## config.mk

```make
export PLATFORM = sky130hd
export DESIGN_NAME = dlfa_top
export DESIGN_NICKNAME = d
export VERILOG_FILES = /design/src/include/dlfa_pkg.sv /design/src/rtl/dlfa_fifo.sv /design/src/rtl/dlfa_top.sv
export SDC_FILE = /design/constraint.sdc
export NUM_CORES = 1
export LEC_CHECK = 0
export ABC_AREA = 0
export BUFFER_PORTS_ARGS = -buffer_cell sky130_fd_sc_hd__buf_4
export CAP_MARGIN = 40
export CORE_UTILIZATION = 65
export DETAILED_ROUTE_END_ITERATION = 8
export GPL_TIMING_DRIVEN = 0
export PLACE_DENSITY = 0.92
export SYNTH_ARGS = -nofsm -noshare
export SYNTH_HDL_FRONTEND = slang
export SYNTH_HIERARCHICAL = 1
export SYNTH_SLANG_ARGS = --single-unit
```

## constraint.sdc

```tcl
create_clock -name core_clk -period 7.4 [get_ports core_clk]
set_clock_uncertainty 0.05 [all_clocks]
set_input_delay 1.11 -clock core_clk [delete_from_list [all_inputs] [get_ports core_clk]]
set_output_delay 1.11 -clock core_clk [all_outputs]
set_load 0.02 [all_outputs]
```

## src/include/dlfa_pkg.sv

```systemverilog
/*
  Shared constants and types for the decimated lane frame assembly block.
  Assumes a single core clock domain and the serial control port framing used by the main module.
*/
package dlfa_pkg;

  // ****************************************************************
  // Sample path and buffering.
  // ****************************************************************
  localparam int SAMPLE_W = 16;
  localparam int FIFO_DEPTH = 8;
  localparam logic [1:0] PHASE_LAST = 2'h3;

  // ****************************************************************
  // Lane format codes and expected setup values.
  // ****************************************************************
  localparam logic [2:0] MODE_FOUR_LANE = 3'h1;
  localparam logic [2:0] MODE_TWO_LANE = 3'h2;
  localparam logic [7:0] PLL_FOUR_LANE = 8'h00;
  localparam logic [7:0] PLL_TWO_LANE = 8'h10;
  localparam logic [7:0] ORDER_OK = 8'h0A;
  localparam logic [7:0] SETUP_A_OK = 8'h80;
  localparam logic [7:0] SETUP_B_OK = 8'h08;
  localparam logic [3:0] VALID_FOUR_LANE = 4'h3;
  localparam logic [3:0] VALID_TWO_LANE = 4'h2;

  // ****************************************************************
  // Bank, page and register locations.
  // ****************************************************************
  localparam logic [11:0] ADDR_LINK_PAGE_LO = 12'h003;
  localparam logic [11:0] ADDR_LINK_PAGE_HI = 12'h004;
  localparam logic [11:0] ADDR_BCAST_OFF = 12'h005;
  localparam logic [11:0] ADDR_ANALOG_PAGE = 12'h011;
  localparam logic [11:0] ADDR_SETUP_A = 12'h052;
  localparam logic [11:0] ADDR_SETUP_B = 12'h072;
  localparam logic [11:0] ADDR_LANE_FMT = 12'h001;
  localparam logic [11:0] ADDR_ORDER = 12'h002;
  localparam logic [11:0] ADDR_STATUS = 12'h010;
  localparam logic [11:0] ADDR_PLL = 12'h016;
  localparam logic [15:0] PAGE_MAIN_DIG = 16'h6800;
  localparam logic [15:0] PAGE_LINK_DIG = 16'h6900;
  localparam logic [15:0] PAGE_LINK_ANA = 16'h6A00;
  localparam logic [7:0] APAGE_MASTER = 8'h80;
  localparam logic [7:0] APAGE_CONV = 8'h0F;
  localparam logic [7:0] REG_RESET = 8'h00;

  // ****************************************************************
  // Serial control word layout.
  // ****************************************************************
  localparam int SPI_BITS = 24;
  localparam int RW_BIT = 23;
  localparam int M_BIT = 22;
  localparam int P_BIT = 21;
  localparam int CH_BIT = 20;
  localparam int ADDR_MSB = 19;
  localparam int ADDR_LSB = 8;
  localparam logic [4:0] CNT_ADDR_DONE = 5'h0F;
  localparam logic [4:0] CNT_WORD_DONE = 5'h17;

  // ****************************************************************
  // Types.
  // ****************************************************************
  typedef enum logic [3:0] {
    SEL_NONE, SEL_APAGE, SEL_JLO, SEL_JHI, SEL_BCAST, SEL_SETUP_A, SEL_SETUP_B,
    SEL_FMT, SEL_ORDER, SEL_STATUS, SEL_PLL
  } dlfa_sel_type;

  typedef enum logic [1:0] {
    FR_IDLE = 2'b00,
    FR_SEND = 2'b01
  } dlfa_frame_state_type;

  typedef struct packed {
    logic [SAMPLE_W-1:0] chan_a;
    logic [SAMPLE_W-1:0] chan_b;
  } dlfa_sample_type;

  typedef struct packed {
    logic [7:0] chan_a_lane0;
    logic [7:0] chan_a_lane1;
    logic [7:0] chan_a_lane2;
    logic [7:0] chan_a_lane3;
    logic [7:0] chan_b_lane0;
    logic [7:0] chan_b_lane1;
    logic [7:0] chan_b_lane2;
    logic [7:0] chan_b_lane3;
    logic [3:0] valid;
  } dlfa_lane_bus_type;

endpackage

```

## src/rtl/dlfa_fifo.sv

```systemverilog
/*
  Flip-flop FIFO with valid and ready on both sides.
  Assumes one clock and a synchronous active-high reset; DEPTH is a power of two.
*/
`timescale 1ns/10ps
`default_nettype none
module dlfa_fifo #(
  parameter int WIDTH = 32,
  parameter int DEPTH = 8
) (
  // Clock and reset.
  input wire logic core_clk,
  input wire logic srst,
  // Fill side.
  input wire logic in_valid,
  output logic in_ready,
  input wire logic [WIDTH-1:0] in_data,
  // Drain side.
  output logic out_valid,
  input wire logic out_ready,
  output logic [WIDTH-1:0] out_data
);
  localparam int AW = $clog2(DEPTH);

  logic [WIDTH-1:0] mem_reg [DEPTH];
  logic [AW-1:0] wr_ptr_reg, wr_ptr_next, rd_ptr_reg, rd_ptr_next;
  logic [AW:0] count_reg, count_next;
  logic push, pop;

  assign in_ready = (count_reg != (AW+1)'(DEPTH));
  assign out_valid = (count_reg != '0);
  assign out_data = mem_reg[rd_ptr_reg];
  assign push = in_valid && in_ready;
  assign pop = out_valid && out_ready;

  always_comb begin
    wr_ptr_next = push ? wr_ptr_reg + 1'b1 : wr_ptr_reg;
    rd_ptr_next = pop ? rd_ptr_reg + 1'b1 : rd_ptr_reg;
    count_next = count_reg;
    if (push && !pop) begin
      count_next = count_reg + 1'b1;
    end else if (pop && !push) begin
      count_next = count_reg - 1'b1;
    end
  end

  always_ff @(posedge core_clk) begin
    if (srst) begin
      wr_ptr_reg <= '0;
      rd_ptr_reg <= '0;
      count_reg <= '0;
    end else begin
      wr_ptr_reg <= wr_ptr_next;
      rd_ptr_reg <= rd_ptr_next;
      count_reg <= count_next;
    end
  end

  always_ff @(posedge core_clk) begin
    if (push) begin
      mem_reg[wr_ptr_reg] <= in_data;
    end
  end
endmodule
`default_nettype wire

```

## src/rtl/dlfa_top.sv

```systemverilog
/*
  Transport frame assembly for two decimated channels, with the serial control banks.
  Assumes a 25 MHz core clock, samples supplied on the core clock, and control pins from outside.
*/
`timescale 1ns/10ps
`default_nettype none
module dlfa_top (
  // Clock and reset.
  input wire logic core_clk,
  input wire logic srst,
  // Sample input.
  input wire logic sample_valid,
  output logic sample_ready,
  input wire dlfa_pkg::dlfa_sample_type sample_data,
  output logic sample_tick,
  // Lane output.
  output dlfa_pkg::dlfa_lane_bus_type lanes,
  // Serial control pins.
  input wire logic ctrl_sclk,
  input wire logic ctrl_sen_n,
  input wire logic ctrl_sdin,
  output logic ctrl_sdout,
  // Status.
  output logic link_config_ok,
  output logic analog_page_master,
  output logic analog_page_conv
);
  // ****************************************************************
  // Control pin synchronisers and serial shifter.
  // ****************************************************************
  logic [2:0] pin_meta_reg, pin_sync_reg;
  logic sclk_prev_reg;
  logic [23:0] shift_reg, shift_next;
  logic [4:0] cnt_reg, cnt_next;
  logic [7:0] rd_shift_reg, rd_shift_next;
  logic sdout_reg, sdout_next;
  logic rise, fall, commit;
  logic [23:0] word;
  dlfa_pkg::dlfa_sel_type wr_sel, rd_sel;

  assign rise = pin_sync_reg[0] && !sclk_prev_reg && !pin_sync_reg[1];
  assign fall = !pin_sync_reg[0] && sclk_prev_reg && !pin_sync_reg[1];
  assign word = {shift_reg[22:0], pin_sync_reg[2]};
  assign commit = rise && (cnt_reg == dlfa_pkg::CNT_WORD_DONE) && !word[dlfa_pkg::RW_BIT];
  assign ctrl_sdout = sdout_reg;

  // ****************************************************************
  // Control registers.
  // ****************************************************************
  logic [7:0] apage_reg, jlo_reg, jhi_reg, bcast_reg, setup_a_reg, setup_b_reg;
  logic [7:0] fmt_reg, order_a_reg, order_b_reg, pll_reg;
  logic [7:0] apage_next, jlo_next, jhi_next, bcast_next, setup_a_next, setup_b_next;
  logic [7:0] fmt_next, order_a_next, order_b_next, pll_next;
  logic [7:0] status_val, rd_val;
  logic fmt_four, fmt_two, fifo_ready;

  function automatic dlfa_pkg::dlfa_sel_type decode(input logic m, input logic p,
                                                    input logic [11:0] addr,
                                                    input logic [15:0] page);
    decode = dlfa_pkg::SEL_NONE;
    if (!m) begin
      if (addr == dlfa_pkg::ADDR_ANALOG_PAGE) decode = dlfa_pkg::SEL_APAGE;
    end else if (!p) begin
      if (addr == dlfa_pkg::ADDR_LINK_PAGE_LO) decode = dlfa_pkg::SEL_JLO;
      if (addr == dlfa_pkg::ADDR_LINK_PAGE_HI) decode = dlfa_pkg::SEL_JHI;
      if (addr == dlfa_pkg::ADDR_BCAST_OFF) decode = dlfa_pkg::SEL_BCAST;
    end else if (page == dlfa_pkg::PAGE_MAIN_DIG) begin
      if (addr == dlfa_pkg::ADDR_SETUP_A) decode = dlfa_pkg::SEL_SETUP_A;
      if (addr == dlfa_pkg::ADDR_SETUP_B) decode = dlfa_pkg::SEL_SETUP_B;
    end else if (page == dlfa_pkg::PAGE_LINK_DIG) begin
      if (addr == dlfa_pkg::ADDR_LANE_FMT) decode = dlfa_pkg::SEL_FMT;
      if (addr == dlfa_pkg::ADDR_ORDER) decode = dlfa_pkg::SEL_ORDER;
      if (addr == dlfa_pkg::ADDR_STATUS) decode = dlfa_pkg::SEL_STATUS;
    end else if (page == dlfa_pkg::PAGE_LINK_ANA) begin
      if (addr == dlfa_pkg::ADDR_PLL) decode = dlfa_pkg::SEL_PLL;
    end
  endfunction

  assign wr_sel = decode(word[dlfa_pkg::M_BIT], word[dlfa_pkg::P_BIT],
                         word[dlfa_pkg::ADDR_MSB:dlfa_pkg::ADDR_LSB], {jhi_reg, jlo_reg});
  assign rd_sel = decode(word[dlfa_pkg::M_BIT-8], word[dlfa_pkg::P_BIT-8],
                         word[dlfa_pkg::ADDR_MSB-8:dlfa_pkg::ADDR_LSB-8], {jhi_reg, jlo_reg});
  assign fmt_four = (fmt_reg[2:0] == dlfa_pkg::MODE_FOUR_LANE);
  assign fmt_two = (fmt_reg[2:0] == dlfa_pkg::MODE_TWO_LANE);
  assign analog_page_master = (apage_reg == dlfa_pkg::APAGE_MASTER);
  assign analog_page_conv = (apage_reg == dlfa_pkg::APAGE_CONV);
  // The link parameters sent at alignment are only correct with this setup in place.
  assign link_config_ok = (order_a_reg == dlfa_pkg::ORDER_OK) &&
    (order_b_reg == dlfa_pkg::ORDER_OK) && (setup_a_reg == dlfa_pkg::SETUP_A_OK) &&
    (setup_b_reg == dlfa_pkg::SETUP_B_OK) &&
    ((fmt_four && pll_reg == dlfa_pkg::PLL_FOUR_LANE) ||
     (fmt_two && pll_reg == dlfa_pkg::PLL_TWO_LANE));
  assign status_val = {5'h00, !fifo_ready, link_config_ok, lanes.valid != 4'h0};

  always_comb begin
    unique case (rd_sel)
      dlfa_pkg::SEL_APAGE: rd_val = apage_reg;
      dlfa_pkg::SEL_JLO: rd_val = jlo_reg;
      dlfa_pkg::SEL_JHI: rd_val = jhi_reg;
      dlfa_pkg::SEL_BCAST: rd_val = bcast_reg;
      dlfa_pkg::SEL_SETUP_A: rd_val = setup_a_reg;
      dlfa_pkg::SEL_SETUP_B: rd_val = setup_b_reg;
      dlfa_pkg::SEL_FMT: rd_val = fmt_reg;
      dlfa_pkg::SEL_ORDER: rd_val = word[dlfa_pkg::CH_BIT-8] ? order_b_reg : order_a_reg;
      dlfa_pkg::SEL_STATUS: rd_val = status_val;
      dlfa_pkg::SEL_PLL: rd_val = pll_reg;
      default: rd_val = 8'h00;
    endcase
  end

  always_comb begin
    shift_next = shift_reg;
    cnt_next = cnt_reg;
    rd_shift_next = rd_shift_reg;
    sdout_next = sdout_reg;
    if (pin_sync_reg[1]) begin
      cnt_next = 5'h00;
    end else if (rise) begin
      shift_next = word;
      cnt_next = cnt_reg + 1'b1;
      if (cnt_reg == dlfa_pkg::CNT_ADDR_DONE) begin
        rd_shift_next = rd_val;
      end
    end else if (fall) begin
      sdout_next = rd_shift_reg[7];
      rd_shift_next = {rd_shift_reg[6:0], 1'b0};
    end
  end

  always_comb begin
    apage_next = apage_reg;
    jlo_next = jlo_reg;
    jhi_next = jhi_reg;
    bcast_next = bcast_reg;
    setup_a_next = setup_a_reg;
    setup_b_next = setup_b_reg;
    fmt_next = fmt_reg;
    order_a_next = order_a_reg;
    order_b_next = order_b_reg;
    pll_next = pll_reg;
    if (commit) begin
      unique case (wr_sel)
        dlfa_pkg::SEL_APAGE: apage_next = word[7:0];
        dlfa_pkg::SEL_JLO: jlo_next = word[7:0];
        dlfa_pkg::SEL_JHI: jhi_next = word[7:0];
        dlfa_pkg::SEL_BCAST: bcast_next = word[7:0];
        dlfa_pkg::SEL_SETUP_A: setup_a_next = word[7:0];
        dlfa_pkg::SEL_SETUP_B: setup_b_next = word[7:0];
        dlfa_pkg::SEL_FMT: fmt_next = word[7:0];
        dlfa_pkg::SEL_ORDER: begin
          if (!bcast_reg[0] || !word[dlfa_pkg::CH_BIT]) order_a_next = word[7:0];
          if (!bcast_reg[0] || word[dlfa_pkg::CH_BIT]) order_b_next = word[7:0];
        end
        dlfa_pkg::SEL_PLL: pll_next = word[7:0];
        default: apage_next = apage_reg;
      endcase
    end
  end

  always_ff @(posedge core_clk) begin
    if (srst) begin
      pin_meta_reg <= 3'h3;
      pin_sync_reg <= 3'h3;
      sclk_prev_reg <= 1'b1;
      shift_reg <= '0;
      cnt_reg <= '0;
      rd_shift_reg <= '0;
      sdout_reg <= 1'b0;
      {apage_reg, jlo_reg, jhi_reg, bcast_reg, setup_a_reg} <= {5{dlfa_pkg::REG_RESET}};
      {setup_b_reg, fmt_reg, order_a_reg, order_b_reg, pll_reg} <= {5{dlfa_pkg::REG_RESET}};
    end else begin
      pin_meta_reg <= {ctrl_sdin, ctrl_sen_n, ctrl_sclk};
      pin_sync_reg <= pin_meta_reg;
      sclk_prev_reg <= pin_sync_reg[0];
      shift_reg <= shift_next;
      cnt_reg <= cnt_next;
      rd_shift_reg <= rd_shift_next;
      sdout_reg <= sdout_next;
      {apage_reg, jlo_reg, jhi_reg, bcast_reg, setup_a_reg} <=
        {apage_next, jlo_next, jhi_next, bcast_next, setup_a_next};
      {setup_b_reg, fmt_reg, order_a_reg, order_b_reg, pll_reg} <=
        {setup_b_next, fmt_next, order_a_next, order_b_next, pll_next};
    end
  end

  // ****************************************************************
  // Sample strobe, buffer and frame assembly.
  // ****************************************************************
  logic tick_reg, tick_next;
  logic fifo_valid, fifo_pop;
  dlfa_pkg::dlfa_sample_type fifo_data;
  dlfa_pkg::dlfa_sample_type stage0_reg, stage0_next, stage1_reg, stage1_next;
  dlfa_pkg::dlfa_sample_type frm0_reg, frm0_next, frm1_reg, frm1_next;
  logic [1:0] stage_cnt_reg, stage_cnt_next;
  logic [1:0] phase_reg, phase_next;
  dlfa_pkg::dlfa_frame_state_type state_reg, state_next;
  dlfa_pkg::dlfa_lane_bus_type lanes_next;
  logic take_frame;

  assign sample_tick = tick_reg;
  assign sample_ready = fifo_ready && tick_reg;
  assign fifo_pop = (stage_cnt_reg != 2'h2) && fifo_valid;
  assign take_frame = (stage_cnt_reg == 2'h2) && (fmt_four || fmt_two) &&
    ((state_reg == dlfa_pkg::FR_IDLE) || (phase_reg == dlfa_pkg::PHASE_LAST));

  dlfa_fifo #(
    .WIDTH(2 * dlfa_pkg::SAMPLE_W),
    .DEPTH(dlfa_pkg::FIFO_DEPTH)
  ) u_fifo (
    .core_clk(core_clk),
    .srst(srst),
    .in_valid(sample_valid && tick_reg),
    .in_ready(fifo_ready),
    .in_data(sample_data),
    .out_valid(fifo_valid),
    .out_ready(fifo_pop),
    .out_data(fifo_data)
  );

  always_comb begin
    tick_next = !tick_reg;
    stage0_next = stage0_reg;
    stage1_next = stage1_reg;
    stage_cnt_next = take_frame ? 2'h0 : stage_cnt_reg;
    if (fifo_pop) begin
      if (stage_cnt_reg == 2'h0) stage0_next = fifo_data;
      else stage1_next = fifo_data;
      stage_cnt_next = stage_cnt_reg + 1'b1;
    end
    frm0_next = take_frame ? stage0_reg : frm0_reg;
    frm1_next = take_frame ? stage1_reg : frm1_reg;
    state_next = state_reg;
    phase_next = phase_reg + 1'b1;
    if (take_frame) begin
      state_next = dlfa_pkg::FR_SEND;
      phase_next = 2'h0;
    end else if (phase_reg == dlfa_pkg::PHASE_LAST || !(fmt_four || fmt_two)) begin
      state_next = dlfa_pkg::FR_IDLE;
    end
    lanes_next = '0;
    if (state_reg == dlfa_pkg::FR_SEND && fmt_four && !phase_reg[0]) begin
      // One octet every second cycle per lane: two octets per lane per frame.
      lanes_next.valid = dlfa_pkg::VALID_FOUR_LANE;
      lanes_next.chan_a_lane0 = phase_reg[1] ? frm1_reg.chan_a[7:0] : frm1_reg.chan_a[15:8];
      lanes_next.chan_a_lane1 = phase_reg[1] ? frm0_reg.chan_a[7:0] : frm0_reg.chan_a[15:8];
      lanes_next.chan_b_lane0 = phase_reg[1] ? frm1_reg.chan_b[7:0] : frm1_reg.chan_b[15:8];
      lanes_next.chan_b_lane1 = phase_reg[1] ? frm0_reg.chan_b[7:0] : frm0_reg.chan_b[15:8];
    end else if (state_reg == dlfa_pkg::FR_SEND && fmt_two) begin
      // Four octets per frame on lane 1, one per cycle.
      lanes_next.valid = dlfa_pkg::VALID_TWO_LANE;
      unique case (phase_reg)
        2'h0: {lanes_next.chan_a_lane1, lanes_next.chan_b_lane1} =
          {frm0_reg.chan_a[15:8], frm0_reg.chan_b[15:8]};
        2'h1: {lanes_next.chan_a_lane1, lanes_next.chan_b_lane1} =
          {frm0_reg.chan_a[7:0], frm0_reg.chan_b[7:0]};
        2'h2: {lanes_next.chan_a_lane1, lanes_next.chan_b_lane1} =
          {frm1_reg.chan_a[15:8], frm1_reg.chan_b[15:8]};
        2'h3: {lanes_next.chan_a_lane1, lanes_next.chan_b_lane1} =
          {frm1_reg.chan_a[7:0], frm1_reg.chan_b[7:0]};
      endcase
    end
  end

  always_ff @(posedge core_clk) begin
    if (srst) begin
      tick_reg <= 1'b0;
      stage0_reg <= '0;
      stage1_reg <= '0;
      stage_cnt_reg <= '0;
      frm0_reg <= '0;
      frm1_reg <= '0;
      phase_reg <= '0;
      state_reg <= dlfa_pkg::FR_IDLE;
      lanes <= '0;
    end else begin
      tick_reg <= tick_next;
      stage0_reg <= stage0_next;
      stage1_reg <= stage1_next;
      stage_cnt_reg <= stage_cnt_next;
      frm0_reg <= frm0_next;
      frm1_reg <= frm1_next;
      phase_reg <= phase_next;
      state_reg <= state_next;
      lanes <= lanes_next;
    end
  end

  // ****************************************************************
  // Assertions.
  // ****************************************************************
  property p_tick_half;
    @(posedge core_clk) disable iff (srst) tick_reg |=> !tick_reg ##1 tick_reg;
  endproperty
  a_tick_half: assert property (p_tick_half) else $error("Sample strobe not half rate.");

  property p_four_lane_map;
    @(posedge core_clk) disable iff (srst)
      (state_reg == dlfa_pkg::FR_SEND && fmt_four && phase_reg == 2'h0) |=>
      (lanes.chan_a_lane0 == $past(frm1_reg.chan_a[15:8]) &&
       lanes.chan_b_lane1 == $past(frm0_reg.chan_b[15:8]) &&
       lanes.valid == dlfa_pkg::VALID_FOUR_LANE);
  endproperty
  a_four_lane_map: assert property (p_four_lane_map) else $error("Four-lane map wrong.");

  property p_two_lane_map;
    @(posedge core_clk) disable iff (srst)
      (state_reg == dlfa_pkg::FR_SEND && fmt_two && phase_reg == 2'h1) |=>
      (lanes.chan_a_lane1 == $past(frm0_reg.chan_a[7:0]) &&
       lanes.valid == dlfa_pkg::VALID_TWO_LANE);
  endproperty
  a_two_lane_map: assert property (p_two_lane_map) else $error("Two-lane map wrong.");

  property p_four_lane_rate;
    @(posedge core_clk) disable iff (srst) (lanes.valid[0] && fmt_four) |=> !lanes.valid[0];
  endproperty
  a_four_lane_rate: assert property (p_four_lane_rate) else $error("Lane rate too high.");

  property p_bank_split;
    @(posedge core_clk) disable iff (srst) (commit && !word[dlfa_pkg::M_BIT]) |=>
      ($stable(setup_a_reg) && $stable(fmt_reg) && $stable(jhi_reg));
  endproperty
  a_bank_split: assert property (p_bank_split) else $error("Analog write hit link bank.");

  property p_analog_page;
    @(posedge core_clk) disable iff (srst)
      (commit && wr_sel == dlfa_pkg::SEL_APAGE && word[7:0] == dlfa_pkg::APAGE_CONV) |=>
      (analog_page_conv && !analog_page_master);
  endproperty
  a_analog_page: assert property (p_analog_page) else $error("Converter page not chosen.");

  property p_link_page;
    @(posedge core_clk) disable iff (srst)
      (commit && wr_sel == dlfa_pkg::SEL_JHI && word[7:0] == dlfa_pkg::PAGE_LINK_DIG[15:8] &&
       jlo_reg == dlfa_pkg::PAGE_LINK_DIG[7:0]) |=>
      ({jhi_reg, jlo_reg} == dlfa_pkg::PAGE_LINK_DIG);
  endproperty
  a_link_page: assert property (p_link_page) else $error("Link page not selected.");
endmodule
`default_nettype wire

```

==> run_results.csv, run 1 <==
group,metric,value,unit
layout,fill_cells,2033,
global_route,grt_max_degree,20,
route,routedWlPerCell,25.38,um
floorplanning,core-area,35480,um^2
logic_synthesis,synth_top_area_share,32.81,%
clock_tree,cts_tree,"done",
logic_synthesis,ys_warn_count,6,
flow_run,maxCapViolCount,0,
logic_synthesis,synth_ff_type,"dfxtp_1",
power,powerDensity,296.8,nW/um^2
global_route,grt_use_total,37.39,%
critical_path,reg2reg_depth,9,
floorplanning,dieArea,36810,um^2
logic_synthesis,syn_area,23430,um^2
route,dr.pass1.iters,9,
critical_path,slowest_delay,630,ps
logic_synthesis,ys_seq_area_share,58.86,%
floorplanning,die_w,191.9,um
sta,finalCriticalPeriod,3747,ps
critical_path,cp.arrival,4180,ps
global_route,grt_pass1_vias,17070,
place,gp_congestion,0.9640,
critical_path,rr_startpoint,"jhi_reg[3]",
critical_path,reg2reg_to,"rd_shift_reg[5]",
floorplanning,die_h,191.9,um
worst_hold_path,min_from,"pin_meta_reg[0]",
sta,min_period_over_period,50.63,%
route,vias,17830,
clock_tree,cts_hold_buf,0,
clock_tree,post_cts.repair.setup_buffers,0,
logic_synthesis,synth_cells,2015,
critical_path,critical-path-top-delay-family,"simple AND/OR/NAND/NOR gates",
layout,area_delta_synth_final,14.29,%
global_route,antenna_found_initial,0,
critical_path,cp-end-kind,"flip-flop",
critical_path,regToRegSetupSlack,3650,ps
clock_tree,cts_root_buf,"clkbuf_16",
critical_path,critPathMaxFanout,9,
route,drc_errors,0,
sta,finalSetupViolations,0,
floorplanning,row_count,69,
global_route,grt_pass1_wl,101600,um
route,viasPerCell,6.580,
layout,multiInputGateArea,8882,um^2
logic_synthesis,synth_edf_count,256,
power,p_leak,9.289,nW
floorplanning,start_util,66.04,%
clock_tree,cts_resized,0,
layout,largest_reg_flops,256,
clock_tree,clock_sinks,561,
critical_path,worstSetupPathType,"reg -> reg",
layout,antenna-diode-count,0,
critical_path,path_cells,"nor4b_1 -> nand4_1 -> o32ai_1 -> and2_1 -> clkbuf_1 -> nor2_1 -> and3_1 -> a2111oi_0 -> o21ai_1",
sta,layout_setup_ws,3653,ps
sta,tightest_slew,888.5,ps
place,dp_hpwl,44190,um
route,ant_nets,0,
worst_hold_path,min_path_cells,1,
layout,seq_area,13790,um^2
power,finalPower,7.949,mW
critical_path,cp_slowest_cell,"a2111oi_0",
logic_synthesis,ys_seq_elements,561,
sta,setup_tns,0,ps
logic_synthesis,syn_area_per_cell,11.63,um^2
critical_path,path_buf_inv,1,
route,dr.first_iter.drc_count,2308,
layout,final_nets,2258,
clock_tree,htreeDepth,2,
worst_hold_path,hold_path_class,"reg -> reg",
power,vdd_drop_max,0.2695,mV
logic_synthesis,synth_top_area_cell,"edfxtp_1",
floorplanning,num_io_pins,112,
sta,holdWs,368.2,ps
clock_tree,clock_latency,620,ps
worst_hold_path,worstHoldEndpoint,"pin_sync_reg[0]",
critical_path,worstPathRequired,7840,ps
clock_tree,clk_pin_slew,70,ps
sta,hold_violations,0,
sta,max_freq,0.2669,GHz
place,place_ws,3817,ps
place,placed_area,25020,um^2
run_status,status,"complete, no violations",
clock_tree,cts_made_buffers,53,
route,drt_wl_total,68760,um
sta,rsz0062_at_grt,"no",
sta,relSlewSlack,40.76,%
global_route,overflow,0,
place,port_buffers,77,
layout,finish.instance_area,26780,um^2
layout,drive_gt1_share,14.99,%
clock_tree,cts.path.max_buffers,3,
logic_synthesis,synthArstFlopShare,0,%
sta,slew_viol_final,0,
logic_synthesis,ys_top_cells_by_area,"edfxtp_1 33%, dfxtp_1 26%, nand2_1 5.7%",
logic_synthesis,synth_cell_types,82,
critical_path,start_kind,"flip-flop",
==> cell usage in the layout, fill, tap and decap left out, drive strengths merged, types with 7 or more instances in the layout <==
master and n:
nand2 357, dfxtp 305, edfxtp 256, a21oi 194, clkbuf 178, buf 169, nor2 150, mux2i 124
mux4 64, mux2 37, conb 34, nand3 34, nor3 32, nor4 23, o22ai 21, inv 19
nand4 17, a222oi 17, clkinv 16, nand2b 13, ha 13, o21ai 11, and3 10, xor2 9
a31oi 9, or2 9, or4 9, nor2b 8, or3 8, a21o 8, nor4b 7
==> synth_stat cells, types with 6 or more instances <==
library cell / instances
mux4_2: 24
buf_1: 13
inv_1: 16
mux4_1: 40
clkbuf_1: 110
o22ai_1: 21
xor2_1: 9
a21o_1: 8
buf_6: 8
nand4_1: 17
and3_1: 10
ha_1: 13
or3_1: 8
nor4b_1: 7
nor2_1: 149
nor3_4: 6
nand2_1: 355
buf_4: 37
or4_1: 6
a21oi_1: 194
a222oi_1: 17
dfxtp_1: 305
mux2_2: 35
o21ai_0: 6
or2_2: 7
buf_2: 8
nor2b_1: 8
edfxtp_1: 256
nand3_1: 33
a31oi_1: 9
mux2i_1: 124
nor3_1: 22
nor4_1: 20
nand2b_1: 13
==> cell type report <==
type                       count  share of cell area (%)
clock inverter                29                   1.182
clock buffer                  68                   5.312
timing repair buffer         103                   3.210
buffer                       176                   3.247
multi-input combinational   1295                   33.17
tap                          461                   2.154
inverter                      16                  0.2243
sequential                   561                   51.50
==> cells by family (layout without fill, tap and decap cells) <==
family,Yosys count,count (layout),share of synthesized area [%]
DFF,561,561,58.86
muxes,225,225,13.87
adders and majority gates,14,14,0.7796
buffers and inverters,192,392,3.967
other,1,34,0.01600
AOI/OAI and AO/OA,303,303,7.855
xor gates and xnor gates,13,13,0.4859
and+or+nand+nor,706,706,14.17
==> how the worst max path moves through the flow <==
stage            startpoint                    to  slack [ps]  cells past startpoint
6_report         jhi_reg[3]       rd_shift_reg[5]        3650                      9
5_1_grt          jhi_reg[3]       rd_shift_reg[5]        3550                      9
4_1_cts          jlo_reg[7]       rd_shift_reg[5]        3830                      9
3_5_place_dp     jlo_reg[7]       rd_shift_reg[5]        3820                      9
3_3_place_gp   sample_valid  u_fifo/mem_reg[0][3]        -530                      4
2_1_floorplan  sample_valid  u_fifo/mem_reg[0][0]        2370                      3
==> power breakdown <==
group	internal [mW]	switching [mW]	total (mW)	leakage (nW)
clock network	1.54	1.22	2.77	0.836
logic	0.614	1.03	1.64	3.68
registers	3.42	0.122	3.54	4.77
total	5.58	2.37	7.95	9.29
==> through the flow <==
step	utilization [%]	std cells
after CTS	75.41	2707
final	75.48	2709
after global placement	69.64	2586
after detailed placement	70.51	2610
after global routing	75.48	2709
after floorplan	-	2048
==> per-layer routing <==
layer	GRT usage [%]	vias to the layer above	share of wire [%]
li1	-	7660	-
met1	47.34	8529	36
met2	60.90	1381	48
met3	8.076	255	11
met4	18.62	0	4.8
met5	0	-	0
(Power assumes the default switching activity.)
==> run 2, diff against run 1 <==
--- a/config.mk
+++ b/config.mk
@@ -8,10 +8,10 @@
 export ABC_AREA = 0
 export BUFFER_PORTS_ARGS = -buffer_cell sky130_fd_sc_hd__buf_4
 export CAP_MARGIN = 40
-export CORE_UTILIZATION = 65
+export CORE_UTILIZATION = 61
 export DETAILED_ROUTE_END_ITERATION = 8
 export GPL_TIMING_DRIVEN = 0
-export PLACE_DENSITY = 0.92
+export PLACE_DENSITY = 0.87
 export SYNTH_ARGS = -nofsm -noshare
 export SYNTH_HDL_FRONTEND = slang
 export SYNTH_HIERARCHICAL = 1
==> constraint.sdc (replaced) <==
create_clock -name core_clk -period 3.9 [get_ports core_clk]
set_clock_uncertainty 0.05 [all_clocks]
set_input_delay 0.585 -clock core_clk [delete_from_list [all_inputs] [get_ports core_clk]]
set_output_delay 0.585 -clock core_clk [all_outputs]
set_load 0.02 [all_outputs]
==> run_results.csv, run 2 (same netlist as run 1, synthesis figures left out) <==
group,metric,value,unit
worst_hold_path,min_from,"ctrl_sclk",
clock_tree,cts_tree,"done",
floorplanning,core-area,37760,um^2
place,place_ws,122.2,ps
route,ant_nets,0,
sta,rsz0062_at_grt,"no",
floorplanning,die_h,198.0,um
clock_tree,htreeDepth,2,
global_route,overflow,0,
layout,drive_gt1_share,15.17,%
sta,finalSetupViolations,0,
layout,area_delta_synth_final,15.22,%
power,p_sw,4.470,mW
run_status,status,"finished, violations left",
place,gp_congestion,0.9462,
power,internal_power,10.83,mW
clock_tree,clock_latency,640,ps
floorplanning,start_util,62.06,%
clock_tree,clock_sinks,561,
clock_tree,cts.path.max_buffers,3,
clock_tree,post_cts.repair.setup_buffers,0,
route,routedWlPerCell,24.72,um
route,drc_errors,2,
layout,multiInputGateArea,8911,um^2
clock_tree,clk_pin_slew,60,ps
critical_path,cp.arrival,4200,ps
critical_path,cp-end-kind,"flip-flop",
critical_path,cp-startpoint,"jhi_reg[0]",
critical_path,start_kind,"flip-flop",
worst_hold_path,hold_path_class,"in -> reg",
layout,final_nets,2254,
global_route,grt_use_total,34.90,%
place,port_buffers,77,
layout,mostFrequentLayoutCell,"nand2_1",
clock_tree,cts_root_buf,"clkbuf_16",
layout,seq_area,13790,um^2
critical_path,rr_startpoint,"jhi_reg[0]",
global_route,grt_pass1_vias,16730,
place,dp_hpwl,44890,um
sta,finalCriticalPeriod,3750,ps
sta,min_period_over_period,96.15,%
global_route,antenna_found_initial,2,
power,vdd_drop_max,0.4951,mV
route,dr.first_iter.drc_count,2269,
critical_path,worstSetupPathType,"reg -> reg",
power,switching_share,29.21,%
floorplanning,die_w,198.0,um
sta,slew_viol_final,0,
floorplanning,dieArea,39200,um^2
global_route,grt_max_degree,20,
critical_path,critPathMaxFanout,10,
route,vias,17540,
flow_run,maxCapViolCount,0,
layout,fill_cells,2411,
route,drt_wl_total,68210,um
critical_path,worstPathRequired,4350,ps
power,p_leak,9.339,nW
floorplanning,num_io_pins,112,
sta,layout_setup_ws,150.3,ps
power,power.share.sequential,43.8,%
layout,largest_reg_flops,256,
global_route,grt_pass1_wl,101300,um
power,p_clk_share,36.2,%
layout,final_util,71.51,%
layout,mostFrequentLayoutCells,"355 x nand2_1, 305 x dfxtp_1, 256 x edfxtp_1",
sta,hold_violations,0,
sta,tightest_slew,916.4,ps
clock_tree,cts_made_buffers,54,
floorplanning,row_count,71,
power,comb_power_share,20.0,%
power,powerDensity,566.8,nW/um^2
route,viasPerCell,6.353,
route,dr.pass1.iters,9,
run_status,violations,"DRC",
sta,max_freq,0.2667,GHz
sta,relSlewSlack,38.91,%
[run 2: per-stage QoR]
step                      area, um^2  hold WS [ps]  setup TNS [ps]  std cells  power [mW]
after floorplan                23560         339.5               0       2048       8.794
after global placement         24780         353.1         -292270       2636       9.431
after detailed placement       25090         351.7               0       2658       9.652
after CTS                      26980         82.94               0       2760       15.24
after global routing           27000         97.30               0       2759       15.73
final                          27000         96.71               0       2760       15.30
[run 2: final cells by class]
type / instances / area share, %
inverter: 16 / 0.2224
clock buffer: 70 / 5.524
tap: 511 / 2.368
timing repair buffer: 99 / 3.086
buffer: 175 / 3.207
clock inverter: 32 / 1.488
antenna: 1 / 0.009269
multi-input combinational: 1295 / 33.01
sequential: 561 / 51.09
[run 2: critical path, cell delays in order, from the launching register on]
cell and delay [ps]:
dfxtp_1 320, clkbuf_1 410, nor3b_1 380, nand4_1 280, a211oi_1 510, or2_2 190
clkbuf_1 290, nor2_1 190, and3_1 240, a2111oi_0 660, o21ai_1 100
[run 2: final timing paths]
path | endpoint | slack, ps | depth (start not counted)
hold reg to reg | pin_sync_reg[0] | 370 | 1
setup / recovery | rd_shift_reg[5] | 150 | 10
hold / removal | pin_meta_reg[0] | 100 | 2
setup reg to reg | rd_shift_reg[5] | 150 | 10
[run 2: per-layer routing]
metal  vias to the layer above  track usage [%]  routed length [um]
li1                       7654                -                   -
met1                      8463            45.67               25700
met2                      1191            56.77               32750
met3                       225            7.477                7042
met4                         2            14.15                2705
met5                         -                0                  13
[run 2: what timing repair did]
item / in CTS / in global routing
gates resized for setup: 0 / 4
hold buffers: 0 / 0
setup endpoints to repair: 0 / 6
[run 2: power groups by stage]
stage | logic, mW | registers, mW | clock network, mW
after floorplan | 2.05 | 6.74 | 0
after global placement | 2.65 | 6.78 | 0
after detailed placement | 2.85 | 6.80 | 0
after CTS | 2.98 | 6.69 | 5.57
after global routing | 3.21 | 6.72 | 5.79
final | 3.05 | 6.71 | 5.54
